**src/inc/ssm_pkg.sv**
```systemverilog
/*
  Shared constants and types for the search and slew controller: register map, field
  layouts, reset values, modes and slew timing.
  Assumes a 250 MHz system clock and a 32-bit APB register bus.
*/
package ssm_pkg;

  ////////////////////////////////////////////////////////////////////////////////
  localparam int CLK_PERIOD_NS = 4;
  localparam int UPDATE_PERIOD_NS = 1_000_000;
  localparam int UPDATE_CYCLES = UPDATE_PERIOD_NS / CLK_PERIOD_NS;
  localparam int NUM_GATES = 3;
  localparam int POS_W = 32;
  localparam int ADDR_W = 8;

  // Register byte offsets
  localparam logic [7:0] REG_CTRL = 8'h00;
  localparam logic [7:0] REG_CMD = 8'h04;
  localparam logic [7:0] REG_STATUS = 8'h08;
  localparam logic [7:0] REG_POS0 = 8'h0c;
  localparam logic [7:0] REG_POS1 = 8'h10;
  localparam logic [7:0] REG_POS2 = 8'h14;
  localparam logic [7:0] REG_INTERVAL = 8'h18;

  // Command register bit positions (write one to act, reads as zero)
  localparam int CMD_LEFT = 0;
  localparam int CMD_RIGHT = 1;
  localparam int CMD_STOP = 2;
  localparam int CMD_FLIP = 3;

  // Status register bit positions
  localparam int ST_SLEWING = 0;
  localparam int ST_LEFT_LAMP = 1;
  localparam int ST_RIGHT_LAMP = 2;
  localparam int ST_OVERLAP = 3;
  localparam int ST_SIGNAL_LOSS = 4;
  localparam int ST_MASTER_READY = 5;
  localparam int ST_LOCK_LOSS = 8;
  localparam int ST_BLANK = 12;
  localparam int ST_CYCLE_COARSE = 16;
  localparam int ST_LOCK_IN = 20;

  typedef enum logic [2:0] {
    MODE_TRACK,
    MODE_MASTER,
    MODE_SEC1,
    MODE_SEC2,
    MODE_MULTI
  } ssm_mode_e;

  typedef struct packed {
    logic [2:0] envServoEn;
    logic [2:0] fineRate;
    logic [2:0] baseRate;
    logic [2:0] slewRate;
    ssm_mode_e mode;
  } ssm_ctrl_s;

  localparam int CTRL_W = 15;
  localparam logic [2:0] SLEW_MIN = 3'h1;
  localparam logic [2:0] SLEW_MAX = 3'h5;
  localparam logic [2:0] BASE_MAX = 3'h5;
  localparam ssm_ctrl_s CTRL_RESET = '{envServoEn: 3'h7, fineRate: 3'h0, baseRate: 3'h0,
                                       slewRate: SLEW_MIN, mode: MODE_TRACK};

  ////////////////////////////////////////////////////////////////////////////////
  // Slew speed per setting in microseconds per minute; 1 and 5 are the end points
  localparam int SLEW_US_PER_MIN [5] = '{1000, 2500, 5000, 7500, 10000};
  localparam longint NS_PER_MIN = 64'd60_000_000_000;

  // Base repetition intervals and fine step, in microseconds
  localparam int BASE_US [6] = '{100000, 80000, 60000, 50000, 40000, 30000};
  localparam int FINE_STEP_US = 100;
  localparam int NS_PER_US = 1000;

  // Gates nearer than this count as running into one another
  localparam logic [POS_W-1:0] GATE_WIDTH_NS = 32'h0000_2710;

  // Offset applied per update period, in ns, rounded down but at least one
  function automatic logic [POS_W-1:0] slew_step(input logic [2:0] rate, input longint periodNs);
    longint s;
    s = longint'(SLEW_US_PER_MIN[int'(rate) - 1]) * NS_PER_US * periodNs / NS_PER_MIN;
    if (s < 1) begin
      s = 1;
    end
    return s[POS_W-1:0];
  endfunction : slew_step

endpackage : ssm_pkg

```
**src/hdl/ssm_sync.sv**
```systemverilog
/*
  Two-flop synchroniser for a group of asynchronous levels.
  Assumes the inputs come from panel pins or the receiver outside the clock domain.
*/
`timescale 1ns/1ps
module ssm_sync #(
  parameter int W = 4
) (
  input wire logic clk,
  input wire logic rst_n,
  input wire logic ce,
  input wire logic [W-1:0] async,
  output logic [W-1:0] sync
);

  logic [W-1:0] meta;

  always_ff @(posedge clk) begin
    if (!rst_n) begin
      meta <= '0;
      sync <= '0;
    end else if (ce) begin
      meta <= async;
      sync <= meta;
    end
  end

endmodule : ssm_sync

```
**src/hdl/ssm_gate.sv**
```systemverilog
/*
  Position of one local timing gate within the repetition interval, in ns.
  Assumes the caller decides when it moves, in which direction and when it flips.
*/
`timescale 1ns/1ps
module ssm_gate
  import ssm_pkg::*;
(
  input wire logic clk,
  input wire logic rst_n,
  input wire logic ce,
  input wire logic stepEn,
  input wire logic dirLeft,
  input wire logic [POS_W-1:0] step,
  input wire logic [POS_W-1:0] interval,
  input wire logic flip,
  output logic [POS_W-1:0] pos,
  output logic limitHit
);

  logic [POS_W:0] sum;
  logic [POS_W:0] flipped;

  assign sum = {1'b0, pos} + {1'b0, step};
  assign flipped = {1'b0, pos} + {2'b00, interval[POS_W-1:1]};

  always_ff @(posedge clk) begin
    if (!rst_n) begin
      pos <= '0;
      limitHit <= 1'b0;
    end else if (ce) begin
      limitHit <= 1'b0;
      if (flip) begin
        // Same place as slewing half an interval, wrapped
        pos <= (flipped >= {1'b0, interval}) ? POS_W'(flipped - {1'b0, interval})
                                             : flipped[POS_W-1:0];
      end else if (pos >= interval) begin
        pos <= interval - 1'b1;
      end else if (stepEn && dirLeft) begin
        if (pos < step) begin
          pos <= '0;
          limitHit <= 1'b1;
        end else begin
          pos <= pos - step;
        end
      end else if (stepEn) begin
        if (sum >= {1'b0, interval}) begin
          pos <= interval - 1'b1;
          limitHit <= 1'b1;
        end else begin
          pos <= sum[POS_W-1:0];
        end
      end
    end
  end

endmodule : ssm_gate

```
**src/hdl/ssm_search_slew.sv**
```systemverilog
/*
  Search and slew controller: mode selection, slew rate, start/stop/direction,
  automatic reversal, code-group flip, overlap handling and lock-on lamps, with an
  APB slave for the operator controls.
  Assumes panel buttons and lock/coincidence flags arrive asynchronously, active high.
*/
// Notes on behaviour
// [RULE_01] Five-way mode: tracking, master, first secondary, second secondary, multi-gate.
// [RULE_02] Tracking mode: lamps watch lock on all three gates.
// [RULE_03] Operator returns selector to tracking once lock-on completes.
// [RULE_04] Acquisition always begins with master search.
// [RULE_05] Master search moves the master gate; lamps watch master only.
// [RULE_06] Secondary search: lamps watch only the selected secondary gate.
// [RULE_07] Operator seeks first secondary, then second secondary.
// [RULE_08] Multi-gate: all gates act as master; coincidence in any makes master ready.
// [RULE_09] Slew settings 1 to 5; 5 fastest, about 10000 us per minute.
// [RULE_10] Setting 1 slowest, about 1000 us per minute.
// [RULE_11] Press and release of a direction button starts continuous slewing.
// [RULE_12] At range limit slew reverses and the opposite lamp lights.
// [RULE_13] Slewing persists until lock-on or stop; the code also ends it on a mode change.
// [RULE_14] Direction lamp goes dark when slewing stops.
// [RULE_15] Stop ends any slewing still running.
// [RULE_16] Sky-wave: operator picks gate, slowest speed, slews left.
// [RULE_17] Flip button equals slewing half a repetition interval.
// [RULE_18] Interval set by six-way base and eight-way fine selectors.
// [RULE_19] Envelope servo off while tracking: cycle servo drives coarse and fine digits.
// [RULE_20] Gate overlap lights lamp, reverses, blanks a gate until clear; the code skips this in multi-gate mode.
// [RULE_21] Tracking: signal loss lamp lights when any gate loses lock.
// [RULE_22] Slew adds or removes a fixed offset per update period.
`timescale 1ns/1ps
module ssm_search_slew
  import ssm_pkg::*;
#(
  parameter int UPDATE_CYC = UPDATE_CYCLES
) (
  input wire logic clk,
  input wire logic rst_n,
  input wire logic ce,
  input wire logic [ADDR_W-1:0] paddr,
  input wire logic psel,
  input wire logic penable,
  input wire logic pwrite,
  input wire logic [31:0] pwdata,
  input wire logic [3:0] pstrb,
  output logic [31:0] prdata,
  output logic pready,
  output logic pslverr,
  input wire logic leftButton,
  input wire logic rightButton,
  input wire logic stopButton,
  input wire logic flipButton,
  input wire logic [NUM_GATES-1:0] lockDetect,
  input wire logic [NUM_GATES-1:0] gateCoincidence,
  output logic [NUM_GATES-1:0][POS_W-1:0] gatePosition,
  output logic [NUM_GATES-1:0] gateBlank,
  output logic leftLamp,
  output logic rightLamp,
  output logic overlapLamp,
  output logic signalLossLamp,
  output logic [NUM_GATES-1:0] lockLossLamp,
  output logic masterReady,
  output logic [NUM_GATES-1:0] cycleDrivesCoarse,
  output logic [POS_W-1:0] repInterval
);

  typedef enum logic {SS_IDLE, SS_SLEW} ssm_state_e;

  ////////////////////////////////////////////////////////////////////////////////
  // Which gates a mode moves, and which lock monitors feed the lamps
  function automatic logic [NUM_GATES-1:0] active_gates(input ssm_mode_e m);
    case (m)
      MODE_MASTER: return 3'b001;
      MODE_SEC1: return 3'b010;
      MODE_SEC2: return 3'b100;
      MODE_MULTI: return 3'b111;
      default: return 3'b000;
    endcase
  endfunction : active_gates

  function automatic logic [NUM_GATES-1:0] monitored_gates(input ssm_mode_e m);
    case (m)
      MODE_TRACK: return 3'b111;
      MODE_MULTI: return 3'b001;
      default: return active_gates(m);
    endcase
  endfunction : monitored_gates

  function automatic logic too_close(input logic [POS_W-1:0] a, input logic [POS_W-1:0] b);
    return ((a > b) ? (a - b) : (b - a)) < GATE_WIDTH_NS;
  endfunction : too_close

  ssm_ctrl_s ctrl;
  ssm_state_e state;
  logic dirLeft;
  logic [3:0] btnSync;
  logic [3:0] btnPrev;
  logic [3:0] btnRelease;
  logic [NUM_GATES-1:0] lockSync;
  logic [NUM_GATES-1:0] coincSync;
  logic [NUM_GATES-1:0] activeMask;
  logic [NUM_GATES-1:0] limitHit;
  logic [31:0] tickCount;
  logic tick;
  logic [POS_W-1:0] step;
  logic overlapNow;
  logic [NUM_GATES-1:0] overlapPair;
  logic wrSetup;
  logic cmdLeft;
  logic cmdRight;
  logic cmdStop;
  logic cmdFlip;
  logic startLeft;
  logic startRight;
  logic stopReq;
  logic flipReq;
  logic lockedOn;
  ssm_mode_e prevMode;
  logic [31:0] statusWord;
  logic [31:0] next_rdata;
  logic mapped;
  logic [CTRL_W-1:0] ctrlBits;

  ////////////////////////////////////////////////////////////////////////////////
  ssm_sync #(.W(4)) u_btn_sync (
    .clk(clk),
    .rst_n(rst_n),
    .ce(ce),
    .async({flipButton, stopButton, rightButton, leftButton}),
    .sync(btnSync)
  );

  ssm_sync #(.W(2 * NUM_GATES)) u_rx_sync (
    .clk(clk),
    .rst_n(rst_n),
    .ce(ce),
    .async({gateCoincidence, lockDetect}),
    .sync({coincSync, lockSync})
  );

  always_ff @(posedge clk) begin
    if (!rst_n) begin
      btnPrev <= '0;
    end else if (ce) begin
      btnPrev <= btnSync;
    end
  end

  // Buttons act on release, so a held button does not repeat
  assign btnRelease = btnPrev & ~btnSync; // [RULE_11]

  ////////////////////////////////////////////////////////////////////////////////
  // APB slave, zero wait states; unmapped offsets answer with pslverr
  assign pready = 1'b1;
  assign mapped = (paddr == REG_CTRL) || (paddr == REG_CMD) || (paddr == REG_STATUS) ||
                  (paddr == REG_POS0) || (paddr == REG_POS1) || (paddr == REG_POS2) ||
                  (paddr == REG_INTERVAL);
  assign pslverr = psel && penable && !mapped;
  assign wrSetup = psel && penable && pwrite && mapped;
  assign cmdLeft = wrSetup && (paddr == REG_CMD) && pstrb[0] && pwdata[CMD_LEFT];
  assign cmdRight = wrSetup && (paddr == REG_CMD) && pstrb[0] && pwdata[CMD_RIGHT];
  assign cmdStop = wrSetup && (paddr == REG_CMD) && pstrb[0] && pwdata[CMD_STOP];
  assign cmdFlip = wrSetup && (paddr == REG_CMD) && pstrb[0] && pwdata[CMD_FLIP];

  always_comb begin
    for (int b = 0; b < CTRL_W; b++) begin
      ctrlBits[b] = pstrb[b / 8] ? pwdata[b] : ctrl[b];
    end
  end

  always_ff @(posedge clk) begin
    if (!rst_n) begin
      ctrl <= CTRL_RESET;
    end else if (ce && wrSetup && (paddr == REG_CTRL)) begin
      // Out-of-range selector codes are refused and the field keeps its value
      if (ctrlBits[2:0] <= 3'(MODE_MULTI)) begin
        ctrl.mode <= ssm_mode_e'(ctrlBits[2:0]); // [RULE_01]
      end
      if (ctrlBits[5:3] >= SLEW_MIN && ctrlBits[5:3] <= SLEW_MAX) begin
        ctrl.slewRate <= ctrlBits[5:3]; // [RULE_09] [RULE_10]
      end
      if (ctrlBits[8:6] <= BASE_MAX) begin
        ctrl.baseRate <= ctrlBits[8:6]; // [RULE_18]
      end
      ctrl.fineRate <= ctrlBits[11:9];
      ctrl.envServoEn <= ctrlBits[14:12];
    end
  end

  always_comb begin
    statusWord = '0;
    statusWord[ST_SLEWING] = (state == SS_SLEW);
    statusWord[ST_LEFT_LAMP] = leftLamp;
    statusWord[ST_RIGHT_LAMP] = rightLamp;
    statusWord[ST_OVERLAP] = overlapLamp;
    statusWord[ST_SIGNAL_LOSS] = signalLossLamp;
    statusWord[ST_MASTER_READY] = masterReady;
    statusWord[ST_LOCK_LOSS +: NUM_GATES] = lockLossLamp;
    statusWord[ST_BLANK +: NUM_GATES] = gateBlank;
    statusWord[ST_CYCLE_COARSE +: NUM_GATES] = cycleDrivesCoarse;
    statusWord[ST_LOCK_IN +: NUM_GATES] = lockSync;
    case (paddr)
      REG_CTRL: next_rdata = {17'h0_0000, ctrl};
      REG_STATUS: next_rdata = statusWord;
      REG_POS0: next_rdata = gatePosition[0];
      REG_POS1: next_rdata = gatePosition[1];
      REG_POS2: next_rdata = gatePosition[2];
      REG_INTERVAL: next_rdata = repInterval;
      default: next_rdata = 32'h0000_0000;
    endcase
  end

  // Read data is captured in the setup cycle and stands through the access phase
  always_ff @(posedge clk) begin
    if (!rst_n) begin
      prdata <= '0;
    end else if (ce && psel && !penable) begin
      prdata <= pwrite ? 32'h0000_0000 : next_rdata;
    end
  end

  ////////////////////////////////////////////////////////////////////////////////
  // Repetition interval and slew step
  always_ff @(posedge clk) begin
    if (!rst_n) begin
      repInterval <= POS_W'(BASE_US[0] * NS_PER_US);
      step <= slew_step(SLEW_MIN, longint'(UPDATE_CYC) * CLK_PERIOD_NS);
    end else if (ce) begin
      repInterval <= POS_W'((BASE_US[int'(ctrl.baseRate)] -
                             FINE_STEP_US * int'(ctrl.fineRate)) * NS_PER_US); // [RULE_18]
      step <= slew_step(ctrl.slewRate, longint'(UPDATE_CYC) * CLK_PERIOD_NS); // [RULE_09] [RULE_10]
    end
  end

  always_ff @(posedge clk) begin
    if (!rst_n) begin
      tickCount <= '0;
    end else if (ce) begin
      tickCount <= tick ? '0 : tickCount + 1'b1;
    end
  end
  assign tick = (tickCount == 32'(UPDATE_CYC - 1)); // [RULE_22]

  ////////////////////////////////////////////////////////////////////////////////
  // Slew sequencing
  assign activeMask = active_gates(ctrl.mode);
  assign startLeft = (btnRelease[0] || cmdLeft) && (activeMask != '0);
  assign startRight = (btnRelease[1] || cmdRight) && (activeMask != '0);
  assign stopReq = btnRelease[2] || cmdStop;
  assign flipReq = btnRelease[3] || cmdFlip;
  assign lockedOn = |(lockSync & activeMask);

  always_ff @(posedge clk) begin
    if (!rst_n) begin
      state <= SS_IDLE;
      dirLeft <= 1'b0;
      prevMode <= MODE_TRACK;
    end else if (ce) begin
      prevMode <= ctrl.mode;
      case (state)
        SS_IDLE: begin
          if ((startLeft || startRight) && !stopReq) begin // [RULE_15]
            state <= SS_SLEW; // [RULE_11]
            dirLeft <= startLeft;
          end
        end
        SS_SLEW: begin
          // Mode change also stops, so a gate never keeps moving unseen
          if (stopReq || lockedOn || ctrl.mode != prevMode) begin
            state <= SS_IDLE; // [RULE_13] [RULE_15]
          end else if (startLeft || startRight) begin
            dirLeft <= startLeft;
          end else if ((|(limitHit & activeMask)) || (overlapNow && !overlapLamp)) begin
            dirLeft <= !dirLeft; // [RULE_12] [RULE_20]
          end
        end
        default: state <= SS_IDLE;
      endcase
    end
  end

  assign leftLamp = (state == SS_SLEW) && dirLeft; // [RULE_12] [RULE_14]
  assign rightLamp = (state == SS_SLEW) && !dirLeft; // [RULE_12] [RULE_14]

  genvar g;
  generate
    for (g = 0; g < NUM_GATES; g++) begin : gen_gate
      ssm_gate u_gate (
        .clk(clk),
        .rst_n(rst_n),
        .ce(ce),
        .stepEn(tick && (state == SS_SLEW) && activeMask[g]), // [RULE_22] [RULE_05] [RULE_08]
        .dirLeft(dirLeft),
        .step(step),
        .interval(repInterval),
        .flip(flipReq && activeMask[g]), // [RULE_17]
        .pos(gatePosition[g]),
        .limitHit(limitHit[g])
      );
    end
  endgenerate

  ////////////////////////////////////////////////////////////////////////////////
  // Overlap between gates; in multi-gate mode they all chase the master, so skipped
  assign overlapPair[0] = too_close(gatePosition[0], gatePosition[1]);
  assign overlapPair[1] = too_close(gatePosition[1], gatePosition[2]);
  assign overlapPair[2] = too_close(gatePosition[0], gatePosition[2]);
  assign overlapNow = (ctrl.mode != MODE_MULTI) && (|overlapPair);

  always_ff @(posedge clk) begin
    if (!rst_n) begin
      overlapLamp <= 1'b0;
      gateBlank <= '0;
    end else if (ce) begin
      overlapLamp <= overlapNow; // [RULE_20]
      if (!overlapNow) begin
        gateBlank <= '0; // [RULE_20]
      end else if (gateBlank == '0) begin
        // Blank the moving gate when it is gate 0 or 1 and gates 0 and 1 overlap; otherwise the later gate of the overlapping pair
        gateBlank <= ((activeMask & 3'b011) != '0 && overlapPair[0]) ? (activeMask & 3'b011)
                   : (overlapPair[0] ? 3'b010 : 3'b100); // [RULE_20]
      end
    end
  end

  ////////////////////////////////////////////////////////////////////////////////
  // Lamps and servo routing
  always_ff @(posedge clk) begin
    if (!rst_n) begin
      lockLossLamp <= '0;
      signalLossLamp <= 1'b0;
      masterReady <= 1'b0;
      cycleDrivesCoarse <= '0;
    end else if (ce) begin
      lockLossLamp <= monitored_gates(ctrl.mode) & ~lockSync; // [RULE_02] [RULE_05] [RULE_06]
      signalLossLamp <= (ctrl.mode == MODE_TRACK) && !(&lockSync); // [RULE_21]
      masterReady <= (ctrl.mode == MODE_MULTI) ? (|coincSync)
                   : ((ctrl.mode == MODE_MASTER) && coincSync[0]); // [RULE_08]
      cycleDrivesCoarse <= (ctrl.mode == MODE_TRACK) ? ~ctrl.envServoEn : 3'b000; // [RULE_19]
    end
  end

endmodule : ssm_search_slew

```
**config.mk**
```make
export PLATFORM = sky130hd
export DESIGN_NAME = ssm_search_slew
export DESIGN_NICKNAME = d
export VERILOG_FILES = /design/src/inc/ssm_pkg.sv /design/src/hdl/ssm_sync.sv /design/src/hdl/ssm_gate.sv /design/src/hdl/ssm_search_slew.sv
export SDC_FILE = /design/constraint.sdc
export NUM_CORES = 2
export LEC_CHECK = 0
export BUFFER_PORTS_ARGS = -buffer_cell sky130_fd_sc_hd__buf_2
export CAP_MARGIN = 20
export CORE_UTILIZATION = 40
export DETAILED_ROUTE_END_ITERATION = 10
export GPL_ROUTABILITY_DRIVEN = 0
export HOLD_SLACK_MARGIN = 0.08
export PLACE_DENSITY = 0.6
export SYNTH_ARGS = -nofsm -noshare
export SYNTH_HDL_FRONTEND = slang
export SYNTH_SLANG_ARGS = --single-unit
```
**constraint.sdc**
```tcl
create_clock -name clk -period 21.3 [get_ports clk]
set_clock_uncertainty 0.1 [all_clocks]
set_input_delay 4.26 -clock clk [delete_from_list [all_inputs] [get_ports clk]]
set_output_delay 4.26 -clock clk [all_outputs]
set_load 0.02 [all_outputs]
```
==> results.txt <==
* Outcome: finished, final reports clean
- Final worst path period need: 20440 ps
* Number of DRC violations after detailed-routing iteration 0: 7285
- Buffer cell driving the clock tree root: clkbuf_16
- Htree depth: 1
- For this run the aggregate overflow at the end of global routing stands at 0.
* Crit Path Category: reg2reg
- Each instance of the synthesized netlist takes up on average 7.53 µm².
- Number of detailed-routing iterations run before antenna repair: 11
- Arrival time at the worst endpoint: 20870 ps
* Final period utilization: 0.960
- Clock latency at the later pin of the worst-skew pair: 650 ps
- Class of the worst hold path: reg2reg
* Number of clock buffers inserted by TritonCTS: 29
- Max-cap violations: 0
- Top-level I/O count: 236
- Combined global-route utilization of all metal layers: 0.308
- Counting every sink on the clock net gives 260.
- Pin count of the biggest net entering global routing: 102
* Floorplan die area: 147000 µm²
- TritonCTS built the clock tree.
- For this run, the number of Yosys warnings is 0.
- Share of flip-flops with an asynchronous set or reset after synthesis: 0
* Share of the yosys chip area belonging to registers: 0.0892
- Data required time of the worst path: 21730 ps
- Via count normalized by instance count: 6.19
* Routed wire per std cell: 24.0 µm
* WL final: 237 mm
* Number of distinct library cell variants in the gate-level netlist after synthesis: 125
* Core region area: 144000 µm²
* Max clock buf depth: 3
* Total instance count after detailed placement: 9810
- Primary flip-flop cell chosen by synthesis mapping: dfxtp_1
* Maximum clock frequency: 0.0489 GHz
- Number of synthesized flops with an enable pin: 0
* Standard-cell rows: 139
- The worst setup path is launched from a flop.
* Worst rel slew slack: 0.0195
- The via count of the first global-routing pass is 57.4k.
* Max Fanout on Critical Path: 23
- Proportion of layout cells with a drive suffix above 1: 0.103
- Synthesis produced a netlist whose cell count is 7750.
* Final Hold Viols: 0
- Initial core utilization: 0.405
* Critical Path Slowest Stage Cell: or4_4
- The area growth from synthesis to layout is 10.8%.
- Worst-path clk slew: 70 ps
- Final Net Count: 9086
* Cell area after technology mapping: 58400 µm²
- Post-synthesis sequential element count: 260
- For this run, the slowest stage of the critical path takes 590 ps.
- From left edge to right edge, the die measures 384 µm.
- Global-route wire length before repair: 353 mm
- Type of element capturing the critical path: flop
- Most frequent cell on the critical path: fa_1
* Remaining DRCs: 0
- Pwr dens: 53.0 nW/µm²
- Final total power: 3.43 mW
* Post-DP HPWL: 189 mm
- Slew at the pin with the worst max-slew slack: 1470 ps
- For this run, the share of the core covered by cells in the final layout is 0.449.
* Max Slew Vio Count: 0
- For this block, the via count after detailed routing is 61.3k.
- Summed over all cells, the static leakage comes to 29.8 nW.
* IO buf count: 210
- Initial antenna violation count: 12
- The detail route stage leaves a number of antenna-violating nets equal to 0.
- Setup Viol. Count Final: 0
- Final standard cell count with taps included and fillers excluded: 9899
* Maximum vdd ir drop: 0.0771 mV
- The die is 384 µm tall.
[cells in the final DEF (no fill, tap or decap), drive strengths merged, types with 75 or more instances in the layout]
cell type / synthesis / layout
a211oi: 75 / 75
a21boi: 83 / 83
a21o: 240 / 240
a21oi: 636 / 636
a22oi: 79 / 79
and2: 77 / 77
buf: 82 / 520
dfxtp: 260 / 260
fa: 163 / 163
ha: 891 / 891
inv: 557 / 559
mux2i: 139 / 139
nand2: 543 / 543
nand2b: 129 / 129
nand3: 153 / 153
nand4: 144 / 144
nor2: 576 / 576
nor2b: 194 / 194
nor3: 169 / 169
o211ai: 132 / 132
o21ai: 424 / 424
o21bai: 149 / 149
o221ai: 79 / 79
xnor2: 457 / 457
xor2: 163 / 163
[area by class of cell]
class | instances | area, µm²
antenna | 4 | 10.0
clock buffer | 36 | 792
clock inverter | 15 | 277
fill | 14700 | 79500
inverter | 562 | 2110
multi-input combinational | 6599 | 50400
sequential | 260 | 5200
tap | 1903 | 2380
timing repair buffer | 520 | 3490
[final timing paths]
| path | from | cells past startpoint | slack [ps] | endpoint |
|---|---|---|---|---|
| worst max register to register | ctrl[3] | 82 | 860 | step[0] |
| worst min register to register | gen_gate[1].u_gate.pos[25] | 2 | 380 | gen_gate[1].u_gate.pos[25] |
| worst min-delay path | gen_gate[1].u_gate.pos[25] | 2 | 380 | gen_gate[1].u_gate.pos[25] |
| worst max-delay path | ctrl[3] | 82 | 860 | step[0] |
[registers in the layout, summed over array words and instances (netlist names)]
signal                    count
gen_gate.u_gate.pos          96
prdata                       32
tickCount                    32
repInterval                  27
ctrl                         15
step                         14
u_rx_sync.meta                6
u_rx_sync.sync                6
btnPrev                       4
u_btn_sync.meta               4
u_btn_sync.sync               4
cycleDrivesCoarse             3
gateBlank                     3
gen_gate.u_gate.limitHit      3
lockLossLamp                  3
prevMode                      3
dirLeft                       1
masterReady                   1
overlapLamp                   1
signalLossLamp                1
state                         1
[critical path, delay by kind of cell (launching register included)]
family / cells / cell delay [ps]
buffers and inverters: 13 / 1700
AND/OR/NAND/NOR: 14 / 3570
XOR/XNOR: 5 / 1150
AO/OA/AOI/OAI: 30 / 6180
multiplexers: 5 / 1360
adder cells (fa/ha/maj): 15 / 5900
flip-flops: 1 / 340
[layer usage]
layer,vias to the layer above,wire [µm],track usage
met3,694,23800,0.0710
met2,3084,99800,0.471
li1,28500,-,-
met5,-,431,0.0107
met4,14,14000,0.147
met1,29000,99300,0.404
[where the power goes]
group	internal, mW	switching (mW)	leakage, nW	total [mW]
Combinational	0.847	1.43	27.2	2.28
Sequential	0.500	0.0397	2.11	0.539
Clock	0.349	0.258	0.515	0.608
Total	1.70	1.73	29.8	3.43
[per-stage QoR]
step | TNS, ps | hold WS (ps) | worst slack, ps | instance area [µm²]
floorplan | 0 | 352 | 16.4 | 59000
global placement | 0 | 355 | 295 | 62900
detailed placement | 0 | 366 | 71.4 | 62900
CTS | 0 | 375 | 145 | 64000
global route | -478 | 417 | -174 | 64700
finish | 0 | 376 | 857 | 64700
[cells by family (layout without fill, tap and decap cells)]
kind of cell	Yosys count	count (layout)	share of synthesized area
other	2	68	0.000129
and+or+nand+nor	2258	2258	0.193
DFF	260	260	0.0892
AOI/OAI and AO/OA	2436	2436	0.283
muxes	165	165	0.0292
buffers and inverters	953	1133	0.0635
adders and majority gates	1055	1055	0.247
xor gates and xnor gates	621	621	0.0946
[cells in the mapped netlist (all sizes together) (139+ instances only)]
cell type | instances | share of area
a21o | 240 | 0.031
a21oi | 636 | 0.055
clkbuf | 309 | 0.020
dfxtp | 260 | 0.089
fa | 163 | 0.056
ha | 891 | 0.19
inv | 557 | 0.036
mux2i | 139 | 0.024
nand2 | 543 | 0.035
nand3 | 153 | 0.013
nand4 | 144 | 0.015
nor2 | 576 | 0.037
nor2b | 194 | 0.021
nor3 | 169 | 0.015
o21ai | 424 | 0.037
o21bai | 149 | 0.019
xnor2 | 457 | 0.069
xor2 | 163 | 0.025
[timing repair]
action,in CTS,in global routing
buffers inserted,0,30
pin swaps,0,30
endpoints found under the setup margin,3,3
hold buffers,0,0
gates resized for setup,1,77
Note: power is estimated with default switching activity, not from simulation.
